--- src/pkg/ccd_cfg.svh ---
`ifndef CCD_CFG_SVH
`define CCD_CFG_SVH

// ********************************
// Register map (byte addresses)
// ********************************
`define CCD_AW 12
`define CCD_OFS_ENA 12'h000
`define CCD_OFS_SEL 12'h004
`define CCD_OFS_DBC 12'h008
`define CCD_OFS_SRC 12'h00c
`define CCD_OFS_STS 12'h010
`define CCD_OFS_MSK 12'h014

// ********************************
// Reset values and writable masks
// ********************************
`define CCD_ENA_RST 8'h00
`define CCD_ENA_WMASK 8'hdf
`define CCD_SEL_RST 8'h00
`define CCD_SEL_WMASK 8'h71
`define CCD_DBC_RST 6'h00
`define CCD_DBC_W 6
`define CCD_REG_W 8

// ********************************
// Field positions
// ********************************
`define CCD_B_C3INV 7
`define CCD_B_C2INV 6
`define CCD_B_IRQINV 4
`define CCD_B_C0RES 7
`define CCD_B_C3SEL_LO 6
`define CCD_B_C3SEL_HI 0
`define CCD_B_C2SEL_HI 5
`define CCD_B_C2SEL_LO 4
`define CCD_B_C1SEL 2

// ********************************
// Debounce timing
// ********************************
`define CCD_SYS_HZ 125000000
`define CCD_DBC_HZ 8000000
`define CCD_DBC_DIV ((`CCD_SYS_HZ + `CCD_DBC_HZ - 1) / `CCD_DBC_HZ)
`define CCD_DIV_W 5
`define CCD_DBC_SAT 6'd48

// ********************************
// Interrupt events
// ********************************
`define CCD_EVT_N 2
`define CCD_EVT_IRQ 0
`define CCD_EVT_C0 1

`endif

--- src/pkg/ccd_pkg.sv ---
package ccd_pkg;
	typedef logic [5:0] ccd_dbc_time_t;
	typedef enum logic {CCD_SRC_PIN, CCD_SRC_COMPARATOR_ZERO} ccd_irq_src_t;
endpackage

--- src/pkg/ccd_link_if.sv ---
`include "ccd_cfg.svh"
interface ccd_link_if;
	logic src;
	logic [`CCD_DBC_W-1:0] dbc_time;
	logic reload;
	logic tick;
	logic filt;
	logic [`CCD_EVT_N-1:0] evt;
	logic wr_status;
	logic wr_mask;
	logic [`CCD_EVT_N-1:0] wdata;
	logic [`CCD_EVT_N-1:0] status;
	logic [`CCD_EVT_N-1:0] mask;
	logic irq;
	modport ctl(output src, dbc_time, reload, tick, evt, wr_status, wr_mask, wdata,
		input filt, status, mask, irq);
	modport flt(input src, dbc_time, reload, tick, output filt);
	modport irqc(input evt, wr_status, wr_mask, wdata, output status, mask, irq);
endinterface

--- src/rtl/ccd_debounce.sv ---
`include "ccd_cfg.svh"
module ccd_debounce
	import ccd_pkg::*;
(
	// System
	input wire logic clk,
	input wire logic nrst,
	// Filter link
	ccd_link_if.flt lk
);
	logic filt_r;
	logic [`CCD_DBC_W-1:0] cnt_r;
	wire [`CCD_DBC_W-1:0] limit = (lk.dbc_time > `CCD_DBC_SAT) ? `CCD_DBC_SAT : lk.dbc_time;
	wire [`CCD_DBC_W-1:0] cnt_inc = cnt_r + 6'h01;
	wire bypass = (lk.dbc_time == 6'h00);
	wire settle = lk.tick && (cnt_inc >= limit);

	assign lk.filt = filt_r;

	// Write of a new time drops the output; a source still high rises again and raises a request
	always_ff @(posedge clk or negedge nrst) begin
		if (!nrst) begin
			filt_r <= 1'b0;
			cnt_r <= 6'h00;
		end else if (lk.reload) begin
			filt_r <= 1'b0;
			cnt_r <= 6'h00;
		end else if (bypass || lk.src == filt_r) begin
			filt_r <= lk.src;
			cnt_r <= 6'h00;
		end else if (settle) begin
			filt_r <= lk.src;
			cnt_r <= 6'h00;
		end else if (lk.tick) begin
			cnt_r <= cnt_inc;
		end
	end

	dbc_bypass_a: assert property (@(posedge clk) disable iff (!nrst)
		bypass && !lk.reload |=> filt_r == $past(lk.src))
		else $error("zero debounce time does not pass the source");
	dbc_sat_a: assert property (@(posedge clk) disable iff (!nrst)
		cnt_r < `CCD_DBC_SAT)
		else $error("debounce count passed saturation");
	dbc_reload_a: assert property (@(posedge clk) disable iff (!nrst)
		lk.reload |=> !filt_r)
		else $error("debounce output not dropped on time write");
	dbc_sat_c: cover property (@(posedge clk) disable iff (!nrst)
		lk.dbc_time == 6'h3f && settle);
endmodule

--- src/rtl/ccd_irq_ctrl.sv ---
`include "ccd_cfg.svh"
module ccd_irq_ctrl
	import ccd_pkg::*;
(
	// System
	input wire logic clk,
	input wire logic nrst,
	// Status link
	ccd_link_if.irqc lk
);
	logic [`CCD_EVT_N-1:0] status_r;
	logic [`CCD_EVT_N-1:0] mask_r;
	// A new event wins over a one written in the same cycle
	wire [`CCD_EVT_N-1:0] clr = lk.wr_status ? lk.wdata : '0;
	wire [`CCD_EVT_N-1:0] status_nxt = (status_r & ~clr) | lk.evt;

	assign lk.status = status_r;
	assign lk.mask = mask_r;
	assign lk.irq = |(status_r & mask_r);

	always_ff @(posedge clk or negedge nrst) begin
		if (!nrst) begin
			status_r <= '0;
			mask_r <= '0;
		end else begin
			status_r <= status_nxt;
			if (lk.wr_mask) begin
				mask_r <= lk.wdata;
			end
		end
	end

	irq_raise_a: assert property (@(posedge clk) disable iff (!nrst)
		|(lk.evt & mask_r) && !lk.wr_mask |=> lk.irq)
		else $error("unmasked event did not raise the interrupt");
	evt_sticky_a: assert property (@(posedge clk) disable iff (!nrst)
		|lk.evt |=> (status_r & $past(lk.evt)) == $past(lk.evt))
		else $error("event lost against a clear");
endmodule

--- src/rtl/ccd_top.sv ---
// How it works
// - The comparator 0 result bit reads one when comparator 0 is on and plus exceeds minus, else zero.
// - The comparator 3 minus select routes the comparator 0 plus pin at 00, the amp at 01.
// - The comparator 1 minus select routes the comparator 0 plus pin; one is reserved.
// - The debounce time passes the source at zero and waits N-1 to N ticks, capped at 48.
// - A source that is high while the debounce time is rewritten raises a request.
// - The comparator 0 output is low when it is off or its plus is below its minus.
// - Unimplemented bits ignore writes and read as zero.
`include "ccd_cfg.svh"
module ccd_top
	import ccd_pkg::*;
#(
	parameter int DBC_DIV = `CCD_DBC_DIV
)(
	// System
	input wire logic clk,
	input wire logic nrst,
	// APB slave
	input wire logic psel,
	input wire logic penable,
	input wire logic pwrite,
	input wire logic [`CCD_AW-1:0] paddr,
	input wire logic [31:0] pwdata,
	output logic [31:0] prdata,
	output logic pready,
	output logic pslverr,
	// Analog comparators
	input wire logic [3:0] cmp_raw,
	output logic [3:0] cmp_power_on,
	output logic [1:0] comparator_three_neg_input_sel,
	output logic comparator_one_neg_input_sel,
	output logic comparator_two_input_sel_hi,
	output logic comparator_two_input_sel_lo,
	output logic comparator_three_out,
	output logic comparator_two_out,
	// External interrupt
	input wire logic irq_input_pin,
	output logic external_irq_request,
	output logic irq
);
	// ********************************
	// Bus decode
	// ********************************
	wire setup = psel && !penable;
	wire access = psel && penable;
	wire hit_ena = (paddr == `CCD_OFS_ENA);
	wire hit_sel = (paddr == `CCD_OFS_SEL);
	wire hit_dbc = (paddr == `CCD_OFS_DBC);
	wire hit_src = (paddr == `CCD_OFS_SRC);
	wire hit_sts = (paddr == `CCD_OFS_STS);
	wire hit_msk = (paddr == `CCD_OFS_MSK);
	wire hit_any = hit_ena || hit_sel || hit_dbc || hit_src || hit_sts || hit_msk;
	wire wr = access && pwrite;
	wire wr_ena = wr && hit_ena;
	wire wr_sel = wr && hit_sel;
	wire wr_dbc = wr && hit_dbc;
	wire wr_src = wr && hit_src;
	wire [`CCD_REG_W-1:0] wbyte = pwdata[`CCD_REG_W-1:0];

	// Zero wait states: read data is captured in the setup cycle
	assign pready = access;
	assign pslverr = access && !hit_any;

	// ********************************
	// Control registers
	// ********************************
	logic [`CCD_REG_W-1:0] ena_r;
	logic [`CCD_REG_W-1:0] sel_r;
	logic [`CCD_DBC_W-1:0] dbc_r;
	ccd_irq_src_t src_r;
	logic [31:0] prdata_r;
	logic [`CCD_DIV_W-1:0] div_r;
	logic irq_lvl_r;
	logic c0_out_r;

	// Only writable positions are stored, so unimplemented bits stay zero
	wire [`CCD_REG_W-1:0] ena_nxt = wbyte & `CCD_ENA_WMASK;
	wire [1:0] c3_code_new = {wbyte[`CCD_B_C3SEL_HI], wbyte[`CCD_B_C3SEL_LO]};
	// A reserved comparator 3 code keeps the old routing rather than float the input
	wire c3_keep = c3_code_new[1];
	wire [`CCD_REG_W-1:0] sel_wr = wbyte & `CCD_SEL_WMASK;
	wire [`CCD_REG_W-1:0] sel_nxt = c3_keep ?
		{sel_r[7], sel_r[`CCD_B_C3SEL_LO], sel_wr[5:1], sel_r[`CCD_B_C3SEL_HI]} : sel_wr;

	always_ff @(posedge clk or negedge nrst) begin
		if (!nrst) begin
			ena_r <= `CCD_ENA_RST;
			sel_r <= `CCD_SEL_RST;
			dbc_r <= `CCD_DBC_RST;
			src_r <= CCD_SRC_PIN;
		end else begin
			if (wr_ena) begin
				ena_r <= ena_nxt;
			end
			if (wr_sel) begin
				sel_r <= sel_nxt;
			end
			if (wr_dbc) begin
				dbc_r <= wbyte[`CCD_DBC_W-1:0];
			end
			if (wr_src) begin
				src_r <= ccd_irq_src_t'(wbyte[0]);
			end
		end
	end

	// ********************************
	// Comparator outputs
	// ********************************
	wire [3:0] cmp_live = cmp_raw & ena_r[3:0];
	wire c0_out = cmp_live[0];
	assign cmp_power_on = ena_r[3:0];
	assign comparator_three_neg_input_sel = {sel_r[`CCD_B_C3SEL_HI], sel_r[`CCD_B_C3SEL_LO]};
	// The reserved one is never stored, so comparator 1 always sees the comparator 0 plus pin
	assign comparator_one_neg_input_sel = sel_r[`CCD_B_C1SEL];
	assign comparator_two_input_sel_hi = sel_r[`CCD_B_C2SEL_HI];
	assign comparator_two_input_sel_lo = sel_r[`CCD_B_C2SEL_LO];
	assign comparator_three_out = cmp_live[3] ^ ena_r[`CCD_B_C3INV];
	assign comparator_two_out = cmp_live[2] ^ ena_r[`CCD_B_C2INV];

	// ********************************
	// Debounce clock divider
	// ********************************
	wire div_end = (div_r == `CCD_DIV_W'(DBC_DIV - 1));
	always_ff @(posedge clk or negedge nrst) begin
		if (!nrst) begin
			div_r <= '0;
		end else begin
			div_r <= div_end ? '0 : div_r + `CCD_DIV_W'(1);
		end
	end

	// ********************************
	// Interrupt path
	// ********************************
	ccd_link_if lk();

	// Software is expected to hold the source low while rewriting; if not, a request follows
	assign lk.src = (src_r == CCD_SRC_COMPARATOR_ZERO) ? c0_out : irq_input_pin;
	assign lk.dbc_time = dbc_r;
	assign lk.reload = wr_dbc;
	assign lk.tick = div_end;
	wire irq_lvl = lk.filt ^ ena_r[`CCD_B_IRQINV];
	wire irq_rise = irq_lvl && !irq_lvl_r;
	wire c0_rise = c0_out && !c0_out_r;
	assign lk.evt = {c0_rise, irq_rise};
	assign lk.wr_status = wr && hit_sts;
	assign lk.wr_mask = wr && hit_msk;
	assign lk.wdata = wbyte[`CCD_EVT_N-1:0];

	always_ff @(posedge clk or negedge nrst) begin
		if (!nrst) begin
			irq_lvl_r <= 1'b0;
			c0_out_r <= 1'b0;
			external_irq_request <= 1'b0;
		end else begin
			irq_lvl_r <= irq_lvl;
			c0_out_r <= c0_out;
			external_irq_request <= irq_rise;
		end
	end

	ccd_debounce u_dbc (
		.clk(clk),
		.nrst(nrst),
		.lk(lk.flt)
	);

	ccd_irq_ctrl u_irq (
		.clk(clk),
		.nrst(nrst),
		.lk(lk.irqc)
	);

	assign irq = lk.irq;

	// ********************************
	// Read path
	// ********************************
	wire [`CCD_REG_W-1:0] rd_sel = {c0_out, sel_r[6:0]};
	wire [`CCD_REG_W-1:0] rd_byte =
		hit_ena ? ena_r :
		hit_sel ? rd_sel :
		hit_dbc ? {2'h0, dbc_r} :
		hit_src ? {7'h00, src_r} :
		hit_sts ? {6'h00, lk.status} :
		hit_msk ? {6'h00, lk.mask} : 8'h00;

	always_ff @(posedge clk or negedge nrst) begin
		if (!nrst) begin
			prdata_r <= 32'h0;
		end else if (setup && !pwrite) begin
			prdata_r <= {24'h0, rd_byte};
		end
	end
	assign prdata = prdata_r;

	// ********************************
	// Checks
	// ********************************
	pwr_write_a: assert property (@(posedge clk) disable iff (!nrst)
		wr_ena |=> cmp_power_on == $past(pwdata[3:0]))
		else $error("power bits do not follow the written value");
	c0_off_low_a: assert property (@(posedge clk) disable iff (!nrst)
		!cmp_power_on[0] |-> !lk.src || src_r == CCD_SRC_PIN)
		else $error("comparator 0 output high while off");
	result_read_a: assert property (@(posedge clk) disable iff (!nrst)
		setup && !pwrite && hit_sel ##1 access |-> prdata[7] == $past(cmp_raw[0] & ena_r[0]))
		else $error("result bit does not show comparator 0");
	c3_rsv_a: assert property (@(posedge clk) disable iff (!nrst)
		!comparator_three_neg_input_sel[1])
		else $error("reserved comparator 3 select applied");
	c3_keep_a: assert property (@(posedge clk) disable iff (!nrst)
		wr_sel && c3_keep |=> $stable(comparator_three_neg_input_sel))
		else $error("reserved code changed comparator 3 routing");
	c1_rsv_a: assert property (@(posedge clk) disable iff (!nrst)
		!comparator_one_neg_input_sel)
		else $error("reserved comparator 1 select applied");
	unimpl_zero_a: assert property (@(posedge clk) disable iff (!nrst)
		access && !pwrite && hit_dbc |-> prdata[31:6] == 26'h0)
		else $error("unimplemented debounce bits read nonzero");
	c2_inv_a: assert property (@(posedge clk) disable iff (!nrst)
		!cmp_power_on[2] |-> comparator_two_out == ena_r[`CCD_B_C2INV])
		else $error("comparator 2 invert not applied");
	c3_inv_a: assert property (@(posedge clk) disable iff (!nrst)
		!cmp_power_on[3] |-> comparator_three_out == ena_r[`CCD_B_C3INV])
		else $error("comparator 3 invert not applied");
	req_pulse_a: assert property (@(posedge clk) disable iff (!nrst)
		external_irq_request |=> !external_irq_request)
		else $error("request longer than one cycle");
	src_pin_a: assert property (@(posedge clk) disable iff (!nrst)
		src_r == CCD_SRC_PIN && dbc_r == 6'h00 && !wr_dbc |=> lk.filt == $past(irq_input_pin))
		else $error("pin source not routed to the filter");
	req_after_a: assert property (@(posedge clk) disable iff (!nrst)
		irq_rise |=> external_irq_request)
		else $error("debounced rise gave no request");

	req_c: cover property (@(posedge clk) disable iff (!nrst) external_irq_request);
	reload_hi_c: cover property (@(posedge clk) disable iff (!nrst) wr_dbc && lk.src);
	slverr_c: cover property (@(posedge clk) disable iff (!nrst) pslverr);
	irq_c: cover property (@(posedge clk) disable iff (!nrst) irq);
endmodule

--- config.mk ---
export PLATFORM = sky130hd
export DESIGN_NAME = ccd_top
export DESIGN_NICKNAME = d
export VERILOG_FILES = /design/src/pkg/ccd_pkg.sv /design/src/pkg/ccd_link_if.sv /design/src/rtl/ccd_debounce.sv /design/src/rtl/ccd_irq_ctrl.sv /design/src/rtl/ccd_top.sv
export VERILOG_INCLUDE_DIRS = /design/src /design/src/pkg
export SDC_FILE = /design/constraint.sdc
export NUM_CORES = 1
export LEC_CHECK = 0
export ABC_CLOCK_PERIOD_IN_PS = 2700
export BUFFER_PORTS_ARGS = -buffer_cell sky130_fd_sc_hd__buf_2
export CAP_MARGIN = 20
export CORE_MARGIN = 3
export CORE_UTILIZATION = 48
export DETAILED_ROUTE_END_ITERATION = 16
export PLACE_DENSITY = 0.8
export SETUP_SLACK_MARGIN = 0.5
export SYNTH_ARGS = -nofsm -noshare
export SYNTH_HDL_FRONTEND = slang
export SYNTH_SLANG_ARGS = --single-unit
--- constraint.sdc ---
create_clock -name clk -period 2.7 [get_ports clk]
set_clock_uncertainty 0.1 [all_clocks]
set_input_delay 0 -clock clk [delete_from_list [all_inputs] [get_ports clk]]
set_output_delay 0 -clock clk [all_outputs]
set_load 0.02 [all_outputs]
After elaboration in Yosys (flattened, before gate mapping) --
Index checks and enable logic that the tools add are counted.
Operators by class: $add $sub $neg 2, $lt $le $gt $ge 2, eq/ne operators 7, multiplexer cells 17, bitwise logic cells 9, reduce and logical (&&, ||, !) cells 31
Operators with widths (number):
- $mux W6 | 6
- $eq A12 B4 Y1 const B | 2
- $eq A12 B5 Y1 const B | 2
- $mux W8 | 2
- $logic_and A1 B1 Y1 | 14
- $eq A12 B3 Y1 const B | 1
- $logic_not A12 Y1 | 1
- $mux W2 | 4
- $add A6 B1 Y6 const B | 1
- $ge A6 B6 Y1 | 1
- $gt A6 B6 Y1 const B | 1
- $logic_not A6 Y1 | 1
- $logic_or A1 B1 Y1 | 6
- $add A5 B1 Y5 const B | 1
- $eq A5 B4 Y1 const B | 1
- $logic_not A1 Y1 | 5
- $mux W5 | 1
- $and A2 B2 Y2 | 2
- $and A4 B4 Y4 | 1
- $mux W1 | 4
- $reduce_bool A4 Y1 | 1
- $reduce_bool A3 Y1 | 1
- $xor A1 B1 Y1 | 3
- $not A2 Y2 | 1
- other kinds (5) | 5
Storage, ports and cells: register bits 47, input port bits 54, output and inout port bits 47, logic and storage cells 82

Depth between registers and ports, before layout --
Gate-level depths: netlist (run 1).
word-level depth 8, mapped depth 9, gate-level depth less buffers 9

Cells and area by module --
Synthesis (run 1) repeated with hierarchy kept, for this count alone.
Second synthesis, totals: cells, all modules 257, area, all modules 2655.0 µm²
Modules (own cells, without submodules):
- ccd_top | times used 1, cells each 176, area each 1848.0 µm², sequential area each 825.8 µm²
- ccd_debounce | times used 1, cells each 70, area each 645.6 µm², sequential area each 175.2 µm²
- ccd_irq_ctrl | times used 1, cells each 11, area each 161.4 µm², sequential area each 100.1 µm²

Least setup slack after synthesis (run 1) --
Ideal clock, no wire load.
path type reg2reg, start point reg u_dbc.cnt_r[2], end point reg u_dbc.filt_r, in the netlist u_dbc.lk.filt, setup time 0.129 ns, data arrival time 1.956 ns, data required time 2.471 ns, setup slack 0.516 ns, cell stages (with the launch flop) 10, buffers on the path 0, period minus slack after synthesis 2.184 ns, cell sequence dfrtp_1 nand3_1 nor2_1 xor2_1 ha_1 a21oi_1 nand2_1 a41oi_1 o21ai_0 mux2i_1
Between the ends: longest elaborated chain between the ends 4
Ends and longest elaborated chain:
- start, declared | RTL line ccd_debounce.sv:12 | logic [`CCD_DBC_W-1:0] cnt_r;
- start signal, assigned | RTL line ccd_debounce.sv:35 | cnt_r <= cnt_inc;
- $add A6 B1 Y6 | RTL line ccd_debounce.sv:14 | wire [`CCD_DBC_W-1:0] cnt_inc = cnt_r + 6'h01;
- $ge A6 B6 Y1 | RTL line ccd_debounce.sv:16 | wire settle = lk.tick && (cnt_inc >= limit);
- $logic_and A1 B1 Y1 | RTL line ccd_debounce.sv:16
- $reduce_bool A3 Y1 (no source line)
- end signal, assigned | RTL line ccd_debounce.sv:29 | filt_r <= lk.src;
- end signal, assigned | RTL line ccd_debounce.sv:32 | filt_r <= lk.src;
- end, declared | RTL line ccd_debounce.sv:11 | logic filt_r;
No other way between the ends. A chain may end at the register's enable or synchronous reset.

Final worst setup path (run 1) --
start point in paddr[9], end point reg ena_r[1]
Between the ends: longest elaborated chain between the ends 2
Ends and longest elaborated chain:
- start, declared | RTL line ccd_top.sv:22 | input wire logic [`CCD_AW-1:0] paddr,
- $logic_not A12 Y1 (no source line)
- $logic_and A1 B1 Y1 | RTL line ccd_top.sv:54 | wire wr_ena = wr && hit_ena;
- end signal, assigned | RTL line ccd_top.sv:87 | ena_r <= `CCD_ENA_RST;
- end signal, assigned | RTL line ccd_top.sv:93 | ena_r <= ena_nxt;
- end, declared | RTL line ccd_top.sv:67 | logic [`CCD_REG_W-1:0] ena_r;
No other way between the ends.

==> impl_summary.md, run 1 <==
Outcome
The flow ran to the end, and the final reports show no timing, DRC or antenna violations.

Finish
The final cell count without fillers is 393. At the end of the flow, the number of nets in the layout was 387. The filler cells instantiated in the layout total 392.

Cells fill 63.6% of the core in the end. Across the whole layout, storage elements account for 1100 um^2. Summing all multi-input logic gate instances after layout gives 1290 um^2. The number of antenna diodes in the final layout is 0. Of the cells placed in the final design, the portion with a size suffix greater than 1 is 30.7%. From synthesis to final layout, the design area changed by 24.1%.

Drt
The detailed router finished its first iteration with 142 violations. Once detail routing completed, the nets flagged for antenna violations numbered 0. The detailed-routing iteration count for the pre-antenna-repair pass is 4.

The overall via count from detail_route is 2024. Dividing the detail-routed wire length by the instance count gives 14.7 um. The routed design has 5.79 mm of wire. The remaining routing DRC violations is 0.

The via-per-instance ratio is 5.15.

Synthesis
Counting flops with an async set or reset pin after synthesis yields a share of 100%. The most instantiated flip-flop cell in the synthesis netlist is dfrtp_1. The number of distinct library cells after synthesis is 40. In this run the biggest area consumer among cell types represents 44.4% of the synthesized area. In this run the cell area of the synthesized design comes to 2480 um^2. Ranked by instance count, the synthesized netlist is headed by 44 x dfrtp_1, 38 x nand2_1, 30 x buf_4. The per-instance average area after synthesis is 9.77 um^2.

The Yosys step of the flow raised 0 warnings. After synthesis, the cell types taking the most area are dfrtp_1 44%, buf_4 9.1%, mux2_2 6.8%, nand2_1 5.7%, ha_1 4.0%. The number of enable flip-flop cells after synthesis is 0. After technology mapping, the gate count stands at 254. The share of the Yosys chip area taken by registers is 44.4%.

In the post-synthesis netlist, the cell with the most instances is dfrtp_1. The number of storage elements in the synthesis netlist is 44. Of all cell types, the one taking the most synthesized area is dfrtp_1.

Timing
The worst path meets setup with 581 ps of slack. The number of max-slew violations in the final report is 0. Counting I/O delays and the setup requirement, the final critical path takes 2120 ps. Adding up every negative setup slack in the final design gives 0 ps. The final clock period utilization by the worst path is 78.5%. The count of final hold-check violations is 0.

Setup repair after global routing left no endpoint under its margin. The final-report setup violation count is 0. The peak clock frequency supported by timing is 472 MHz. The tightest hold margin is 12.3 ps. Headroom to the max-slew limit came out at 57.6%. At the pin with the least slew margin, the transition time is 635 ps.

Setup path
The startpoint of the most critical register-to-register path is u_dbc.cnt_r[1]. Of all nets on the critical path, the largest fanout is 9. The worst setup path is captured at a flop.

In this run the worst setup path begins at paddr[9]. Across all register-to-register paths, the minimum setup slack is 590 ps. Measured in cells, the most critical reg-to-reg path has a length of 9. STA classifies the critical path startpoint as an input pin.

The worst reg2reg path endpoint is u_dbc.cnt_r[0]. The worst stage delay on the critical path is 710 ps. The largest individual stage delay along the critical path comes from the cell or4b_1. The critical path goes through buf_2, or4_1, or4b_1, nor3_4, mux2_2. The worst endpoint data arrival time is 2200 ps. The required time at the worst-slack endpoint is 2780 ps.

The critical path in this run is classified as input pin to flop.

Min path
The worst hold path was traced through 2 stages. The type of the most critical hold path is input pin to flop. In this run the most critical hold path is launched from cmp_raw[0]. The path with the worst hold slack has its endpoint at c0_out_r.

CTS
The worst-case clock buffer depth is 2. TritonCTS built the clock tree. The clock-pin slew on the worst setup and hold paths is 80 ps. The clock reaches the later pin of the worst-skew pair after 300 ps. The tree built by TritonCTS fans out to 44 sinks. The H-tree depth reported by CTS is 2.

The number of CTS-inserted buffers is 5. CTS placed an instance of clkbuf_8 at the clock tree root.

Power and ir drop
In this run the static leakage power is 0.00152 uW. The largest voltage drop on the vdd net is 337 uV. For this design the ratio of total power to cell area is 421 nW/um^2.

Floorplan
The floorplan has 25 rows. The effective utilization at floorplan is 51.2%. The standard cell core area is 4850 um^2.

The floorplan step defined a die boundary enclosing 6070 um^2. From left edge to right edge, the die measures 77.9 um. The number of primary I/O pins is 101. The y dimension of the die is 77.9 um.

Place
The detailed placement HPWL is 3.87 mm. After detailed placement, the design holds a cell count of 363. The congestion estimate from routability-driven global placement came to 0.778. Input and output buffers added on the ports amount to 49. The worst slack after detailed placement is 293 ps.

Global route
In the global route stage, met3 resource usage came out at 3.71%. Entering global routing, the biggest net connects 45 pins. The met2 layer usage reported by global route is 30.9%.

The most congested layer reported by global routing is met2. The global-route wire length before repair is 9.06 mm. The number of global-route vias before repair is 1872. The total global routing track utilization is 18.6%. The total grt overflow is 0. The fraction of met1 tracks used by global routing is 25.4%.

The initial antenna violation count is 0.

Job
The max-capacitance violation count is 0.
-- layout by cell type, fill, tap and decap left out, types with 3 or more instances in the layout --
cell type	count
nand3_1	9
nor2_1	11
nor4_1	4
o21ai_0	8
ha_1	6
inv_1	7
a22o_1	3
and2_1	6
dfrtp_2	3
nand2_1	38
clkbuf_8	5
a21oi_2	3
xnor2_1	4
dlygate4sd3_1	12
mux2i_1	6
nor2b_1	3
buf_2	49
a21oi_1	9
buf_4	11
nor3_1	4
mux2_2	15
xor2_1	4
dfrtp_1	41
conb_1	26
nor3b_1	3
-- registers in the layout (all words and copies together) (netlist names) --
signal                count
c0_out_r                  1
u_dbc.lk.filt             1
div_r                     5
u_dbc.cnt_r               6
prdata                    8
external_irq_request      1
u_irq.lk.status           2
u_irq.lk.mask             2
dbc_r                     6
ena_r                     7
sel_r                     3
irq_lvl_r                 1
src_r                     1
-- final cells by class --
cell class                 count  share of cell area, %
multi-input combinational    194                   41.9
inverter                       7                  0.853
tap                           67                   2.72
clock buffer                   6                   2.35
sequential                    44                   35.9
clock inverter                 2                   1.14
timing repair buffer          73                   15.2
-- power by group --
group	leakage, uW	internal (uW)	total [uW]	switching (uW)
combinational	0.000887	45.4	136	90.9
clock	0.0000552	275	495	221
sequential	0.000577	664	667	3.47
-- per-layer routing --
layer,vias to the layer above,wire length (um)
li1,964,-
met4,0,41
met1,977,2430
met2,78,2970
met5,-,0
met3,5,349
-- what timing repair did --
action,CTS,global route
pin swaps,2,10
hold endpoints to repair,66,0
hold buffers,12,0
setup buffers,2,7
resized for setup,3,16
setup endpoints to repair,7,7
-- worst max path at each step --
stage	end	cells after the start	slack (ps)
after floorplan	u_dbc.lk.filt	9	520
after global placement	ena_r[1]	5	300
after detailed placement	ena_r[1]	5	290
after CTS	u_dbc.cnt_r[0]	10	510
after global routing	u_dbc.cnt_r[0]	10	450
final	ena_r[1]	5	580
-- per-stage QoR --
stage                     total power, uW  instance area, um^2
after global placement                796                 2680
final                                1300                 3080
after CTS                            1300                 2940
after floorplan                       774                 2580
after detailed placement              797                 2680
after global routing                 1350                 3080
-- worst max-delay path: cells and delay by family --
kind                   cells  cell delay, ps
buffers and inverters      1              90
muxes                      1             380
and+or+nand+nor            3            1720
-- cell families after synthesis --
| logic type | Yosys count | synth area share, % |
|---|---|---|
| other | 1 | 0.151 |
| muxes | 23 | 10.1 |
| DFF | 44 | 44.4 |
| AOI/OAI and AO/OA | 35 | 8.62 |
| xor gates and xnor gates | 10 | 3.53 |
| adders and majority gates | 8 | 4.03 |
| buffers and inverters | 41 | 10.8 |
| and+or+nand+nor | 92 | 18.4 |
(Power assumes the default switching activity.)
==> run 2: changes to the inputs <==
ABC_CLOCK_PERIOD_IN_PS = 1900   (was 2700)
CORE_UTILIZATION = 44   (was 48)
PLACE_DENSITY = 0.77   (was 0.8)
clock period = 1.9 ns   (was 2.7 ns; I/O delays follow)
==> impl_summary.md, run 2 (synthesis results as in run 1) <==
Setup path
STA classifies the critical path startpoint as a flop. The number of cells on the worst reg-to-reg path is 10. The largest individual stage delay along the critical path comes from the cell dfrtp_1. The signal on the critical path passes through ha_4, nand3_2, xnor2_2, ha_1, nand3_1, nand2_1, a41oi_2, buf_6, nand3_1, a21oi_1. The critical path capture point type is a flop. The worst setup path is of the flop to flop kind. For the worst setup path, the data required time is 2020 ps. Along the worst path, the maximum fanout reaches 6.

At the worst endpoint, the arrival time is 2290 ps. The cell repeated most along the worst path is nand3_1. In this design, the stage delay of the slowest critical-path cell is 420 ps.

Timing
Setup violations remaining at the end of the flow were counted as 7. The number of max-slew violations in the final report is 0. Derived from the worst setup path, the maximum achievable clock frequency is 460 MHz. Adding up every negative setup slack in the final design gives -1610 ps.

The transition time at the pin with the least slew margin is 576 ps. Setup slack on the critical path of the routed design comes to -276 ps. The count of final hold-check violations was 0. The final critical delay including setup and external delays is 2180 ps. The final clock period utilization by the worst path is 115%. Setup repair after global routing could not meet its margin everywhere. The worst-case headroom to the max-slew limit is 61.6%.

Drt
The via-per-instance ratio is 5.49. The routed design has 8.10 mm of wire. The overall via count from detail_route is 2383. In the final routed layout, each cell accounts on average for 18.7 um. After detailed routing, the number of remaining DRC violations is 0. The first TritonRoute pass finished after 5 iterations. The detail route stage leaves a number of antenna-violating nets equal to 0.

The violation count after the first detailed-route iteration is 144.

Global route
Entering global routing, the biggest net connects 24 pins. The global-route wire length before repair is 11.3 mm. The number of global-route vias before repair came to 2247.

The total global routing track utilization is 22.4%. The initial antenna violation count is 0. The total grt overflow is 0.

Finish
The library cell used most frequently in the layout, excluding fill and tap cells, is buf_2. At the end of the flow the core is filled with cells to 72.0%. The flip-flop count of the largest register, all copies and words added is 8. The fraction of final layout cells with drive strength greater than 1 is 49.2%.

In the layout the commonest cells are 44 x buf_2, 43 x dfrtp_1, 30 x nand2_1. The final net count is 425. The final antenna diode count is 0.

The fill cell instance count of the final layout is 320. Leaving out filler cells and counting taps, the final layout contains 434. The layout-stage area growth over the synthesis result is 52.9%.

Power and ir drop
Internal power comes to 1420 uW. Of the total power, registers draw 48.8%. Summed over all nets, the switching power comes to 520 uW. The switching part of the total is 26.7%. Summed over all cells, the static leakage comes to 0.00187 uW. The worst-case IR drop observed on VDD is 677 uV.

The clock network fraction of design power is 38.9%. The power per unit of standard cell area is 512 nW/um^2. Combinational cells account for 12.2% of the total power.

Place
The HPWL after detailed placement is 4.38 mm. The count of buffers from port buffering is 49. Timing analysis after detailed placement gives a worst setup slack of -276 ps.

Counting tap cells, the placed design contains a total of 395 instances. The routability congestion estimate is 0.794.

CTS
The cell at the root of the clock tree is clkbuf_8. The clock-pin slew on the worst setup and hold paths is 90 ps. In this run the deepest clock path goes through 2 buffers. In this run, CTS created clock tree buffers numbering 5. The H-tree depth reported by CTS is 2. The source-to-sink clock delay at the later pin of the worst-skew pair is 310 ps. The TritonCTS clock tree is done.

CTS saw 44 sinks.

Job
The max-capacitance violation count is 0.

Floorplan
Once the floorplan was initialized, standard cells occupied 47.1% of the core. The count of standard-cell rows is 26. The die covers 6580 um^2.

101 I/O pins were placed. The chip width is 81.1 um. In this run the standard cell core region covers 5270 um^2.

From bottom edge to top edge, the die measures 81.1 um.

Outcome
The checks that failed: setup timing. The flow ran to the end, but the final reports show violations.

Min path
The number of instances on the worst hold path is 5. The min-delay analysis places its worst path in the category input pin to flop.
run 2: cell types whose count changed in the layout (fill, tap and decap cells not counted), moves of 5 or more:
cell,before,now
mux2_4,0,16
buf_6,0,22
nand2_2,0,7
nand2_1,38,30
buf_2,49,44
o21ai_1,2,7
buf_4,11,29
mux2_2,15,1
o21ai_0,8,0
run 2: final timing paths:
kind                                      from                   end  slack (ps)
worst max-delay path            u_dbc.cnt_r[1]        u_dbc.cnt_r[4]        -280
worst min-delay path             irq_input_pin         u_dbc.lk.filt          60
worst max register to register  u_dbc.cnt_r[1]        u_dbc.cnt_r[4]        -280
worst min register to register       irq_lvl_r  external_irq_request         330
max in group asynchronous                 nrst        u_dbc.cnt_r[0]        1040
min in group asynchronous                 nrst              dbc_r[5]         120
run 2: worst max-delay path: cells and delay by family, from the launching register on:
family / cells / cell delay, ps
compound gates: 2 / 360
buf+inv: 1 / 160
flops: 1 / 420
fa+ha+maj: 2 / 500
simple gates: 4 / 390
xor+xnor: 1 / 160
run 2: final cells by class:
cell class              count  area (um^2)  area share, %
clock buffers               5         68.8           1.81
clock inverters             3         46.3           1.22
inverters                   7         26.3          0.692
multi-input cells         194         1590           41.8
flip-flops and latches     44         1100           29.0
well taps                  70         87.6           2.31
repair buffers            111          876           23.1
run 2: what timing repair did:
item,CTS,global route
setup buffers,10,9
hold buffers,12,0
endpoints found under the setup margin,36,40
gates resized for setup,78,33
pin swaps,23,23
endpoints found under the hold margin,64,0
run 2: layer usage:
layer / wire length [um] / part of all wire [%] / vias to the layer above / track usage (%)
met5: 0 / 0 / - / 0
met4: 281 / 3.5 / 0 / 8.11
met3: 503 / 6.2 / 29 / 3.33
met2: 4090 / 51 / 138 / 37.6
met1: 3220 / 40 / 1181 / 29.4
li1: - / - / 1035 / -
run 2: stage by stage:
stage	total power, uW	area (um^2)	hold WS, ps
6_report	1940	3790	60.0
5_1_grt	2020	3790	95.8
4_1_cts	1910	3580	33.3
3_5_place_dp	1140	2940	-74.4
3_3_place_gp	1140	2940	-78.9
2_1_floorplan	1100	2620	-396
run 2: power groups by stage:
stage               clock network [uW]  logic (uW)  registers (uW)
floorplan                            0         129             972
global placement                     0         176             967
detailed placement                   0         178             966
CTS                                748         214             948
global route                       811         255             950
finish                             756         238             949
==> run 3: changes to the inputs <==
ABC_AREA = 1   (was default)
CORE_UTILIZATION = 45   (was 44)
==> impl_summary.md, run 3 <==
Finish
The commonest non-fill, non-tap cell in the layout is nand2_1. The final net count is 479. The repair_antennas step left the layout with diodes totalling 0. The post-route netlist has 32.5% of its cells at a drive strength greater than 1. The fill cell instance count of the final layout is 491. With fillers left out, the area of the finished cells amounts to 3400 um^2.

The share of the core filled with cells in the final layout is 59.3%. The layout-stage area growth over the synthesis result is 22.9%. In the layout the commonest cells are 72 x nand2_1, 49 x buf_2, 44 x dfrtp_1. The register with the most flip-flops in the layout has 8 of them.

Global route
The number of global-route vias before repair is 2279. Summed over all layers, the global routing overflow is 0. Entering global routing, the biggest net connects 17 pins.

The initial antenna violation count is 0. The first global-routing pass estimated 10.4 mm of wire. Global routing used 17.9% of the available tracks.

Synthesis
The per-instance average area after synthesis is 8.27 um^2. The post-synthesis async set-or-reset flop share is 100%. The share of the synthesized area in the top cell type is 39.7%. The commonest cells after synthesis are 74 x nand2_1, 44 x dfrtp_1, 39 x inv_1.

By area the synthesized netlist is led by dfrtp_1 40%, nand2_1 10%, buf_4 8.1%, inv_1 5.3%, nand3_1 4.3%. Yosys mapped a number of flops with a built-in enable equal to 0. Of all cell types, the one taking the most synthesized area is dfrtp_1. After synthesis the netlist holds a flip-flop and latch count of 44. Synthesis instantiated 36 different standard cells from the library. In the post-synthesis netlist, the cell with the most instances is nand2_1.

The number of warnings reported in the yosys synthesis log is 0. Counting every instance in the synthesized netlist gives 335. The area of the mapped netlist is 2770 um^2. The part of the Yosys area used for sequential elements is 39.7%. The most instantiated flip-flop cell in the synthesis netlist is dfrtp_1.

Floorplan
The standard cell core area is 5740 um^2. The y dimension of the die is 84.5 um. The die footprint is 7130 um^2. The number of primary I/O pins is 101. For this configuration, the core starts out at a cell density of 48.2%. In this run the core area contains 27 standard-cell rows. The chip width is 84.5 um.

Power and ir drop
The analysis attributes to net switching a power of 500 uW. The combinational share of power is 12.9%. The cell leakage power is 0.00188 uW. The clock network fraction of design power is 36.9%. Cell internal power was estimated by the tool at 1420 uW.

In this run the power density over the cells is 565 nW/um^2. Net switching is 26.0% of the power. The worst-case IR drop observed on VDD is 402 uV. The sequential share of power is 50.2%.

Setup path
The number of cells on the critical path is 11. In this run the critical register-to-register path is launched from u_dbc.cnt_r[0]. The worst endpoint data arrival time is 2230 ps. STA classifies the critical path startpoint as a flop.

The family with the most delay on the worst path is simple AND/OR/NAND/NOR gates. The cell that appears most often on the critical path is nand3_2. In this run the critical register-to-register path is captured at u_dbc.cnt_r[5]. Tracing the worst setup path back leads to its startpoint at u_dbc.cnt_r[0]. The required time at the worst-slack endpoint is 2040 ps. The critical-path maximum fanout is 6.

The critical path class is flop to flop. Together, buffers and inverters on the worst path number 0. The slowest stage cell on the critical path is dfrtp_1.

The depth of the worst register-to-register path is 11. Walking the worst path, the cells encountered are nand3_2, nand3b_1, xnor2_2, ha_1, nand2_2, nor2_1, nor2_1, nand3_2, nor2_8, nand3_2, nand2_1. For flop-to-flop paths, the worst setup slack is -190 ps. The critical path capture point type is a flop. The critical path ends at u_dbc.cnt_r[5]. For this run, the slowest stage of the critical path takes 390 ps.

CTS
CTS built an H-tree with a depth of 2. The TritonCTS clock tree is done. The total number of clock tree sinks is 44. Clock latency on the worst-skew pair, taken at its later pin, is 300 ps. After clock tree synthesis, the clock-pin slew on the worst setup and hold paths is 80 ps.

The worst-case clock buffer depth is 2. The cell at the root of the clock tree is clkbuf_8. The number of CTS-inserted buffers is 5.

Timing
Setup violations remaining at the end of the flow were counted as 7. Static timing analysis puts the maximum clock frequency at 479 MHz. The worst-case setup margin in the final layout is -188 ps.

The setup total negative slack is -1230 ps. The number of max-slew violations in the final report is 0. The final critical delay including setup and external delays is 2090 ps. The worst path uses 110% of the clock period. Setup repair after global routing could not meet its margin everywhere.

The count of final hold-check violations is 0.

Drt
The first detailed-routing pass took 4 iterations. The violation count after the first detailed-route iteration is 168. The average detailed-routed wire length per instance is 12.7 um. The total routed wirelength is 6.24 mm. The remaining routing DRC violations is 0.

The via-per-instance ratio is 4.84. The post-route antenna net violation count is 0. The overall via count from detail_route is 2373.

Outcome
The final reports fail on setup timing. The flow ran to the end, but the final reports show violations.

Place
The routability congestion estimate is 0.819. The detailed placement HPWL is 4.60 mm. Buffers placed on the I/O ports in this run total 49. The placed instances occupy a cell area of 3120 um^2.

Min path
The type of the most critical hold path is input pin to asynchronous set/reset pin.

Job
The max-capacitance violation count is 0.
==> run 3: cell types whose count changed after synthesis, sizes merged, moves of 4 or more <==
cell	delta
o211ai	+4
and2	-6
mux2	-17
nand2	+43
inv	+39
nor2	+16
o21ai	+18
nand3	+15
mux2i	-6
==> run 3: cells by family after synthesis <==
group | Yosys count | share of synthesized area, %
buf+inv | 79 | 15.5
simple gates | 147 | 27.0
compound gates | 49 | 11.7
other cells | 1 | 0.135
xor+xnor | 7 | 2.21
flops | 44 | 39.7
fa+ha+maj | 8 | 3.61
==> run 3: layout make-up <==
| type | count | area [um^2] | area share [%] |
|---|---|---|---|
| multi-input combinational | 237 | 1400 | 41.1 |
| timing repair buffer | 83 | 528 | 15.5 |
| sequential | 44 | 1100 | 32.3 |
| clock inverter | 2 | 35.0 | 1.03 |
| inverter | 46 | 178 | 5.22 |
| tap | 72 | 90.1 | 2.65 |
| clock buffer | 6 | 72.6 | 2.13 |
==> run 3: worst register-to-register path, cell delays in order (launching register included) <==
cell and delay, ps:
dfrtp_1 390, nand3_2 100, nand3b_1 200, xnor2_2 170, ha_1 340, nand2_2 90
nor2_1 40, nor2_1 100, nand3_2 150, nor2_8 190, nand3_2 90, nand2_1 60
==> run 3: metal layers <==
metal / vias up / wire [um] / track usage, %
met5: - / 0 / 0
met4: 0 / 96 / 5.32
met3: 8 / 408 / 5.00
met2: 83 / 3050 / 29.6
met1: 1092 / 2680 / 23.0
li1: 1190 / - / -
==> run 3: how the worst min path moves through the flow <==
stage / from / to / slack [ps] / cells after the start
3_3_place_gp: nrst / u_dbc.cnt_r[2] / -200 / 1
5_1_grt: nrst / u_dbc.cnt_r[0] / 40 / 2
4_1_cts: nrst / u_dbc.cnt_r[1] / 30 / 2
3_5_place_dp: nrst / u_dbc.cnt_r[1] / -190 / 1
6_report: nrst / u_dbc.cnt_r[2] / 20 / 2
2_1_floorplan: nrst / c0_out_r / -400 / 0
==> run 3: through the flow <==
step                      total power [uW]  worst slack (ps)  std cells  hold slack (ps)
after floorplan                       1170             -23.2        360             -396
after global placement                1220             -81.1        468             -197
final                                 1920              -188        490             21.4
after CTS                             1930              -147        488             28.4
after detailed placement              1220              -178        468             -190
after global routing                  2000              -373        490             42.7
==> run 3: timing repair <==
item,in CTS,in global routing
hold endpoints to repair,63,0
hold buffers,10,0
setup endpoints to repair,7,11
setup buffers,2,2
resized for setup,5,6
pin swaps,2,2
==> run 3: power by group through the flow <==
stage / sequential, uW / combinational, uW / clock, uW
after floorplan: 1010 / 160 / 0
after global placement: 985 / 231 / 0
after detailed placement: 986 / 234 / 0
after CTS: 967 / 249 / 716
after global routing: 970 / 273 / 761
final: 967 / 248 / 710
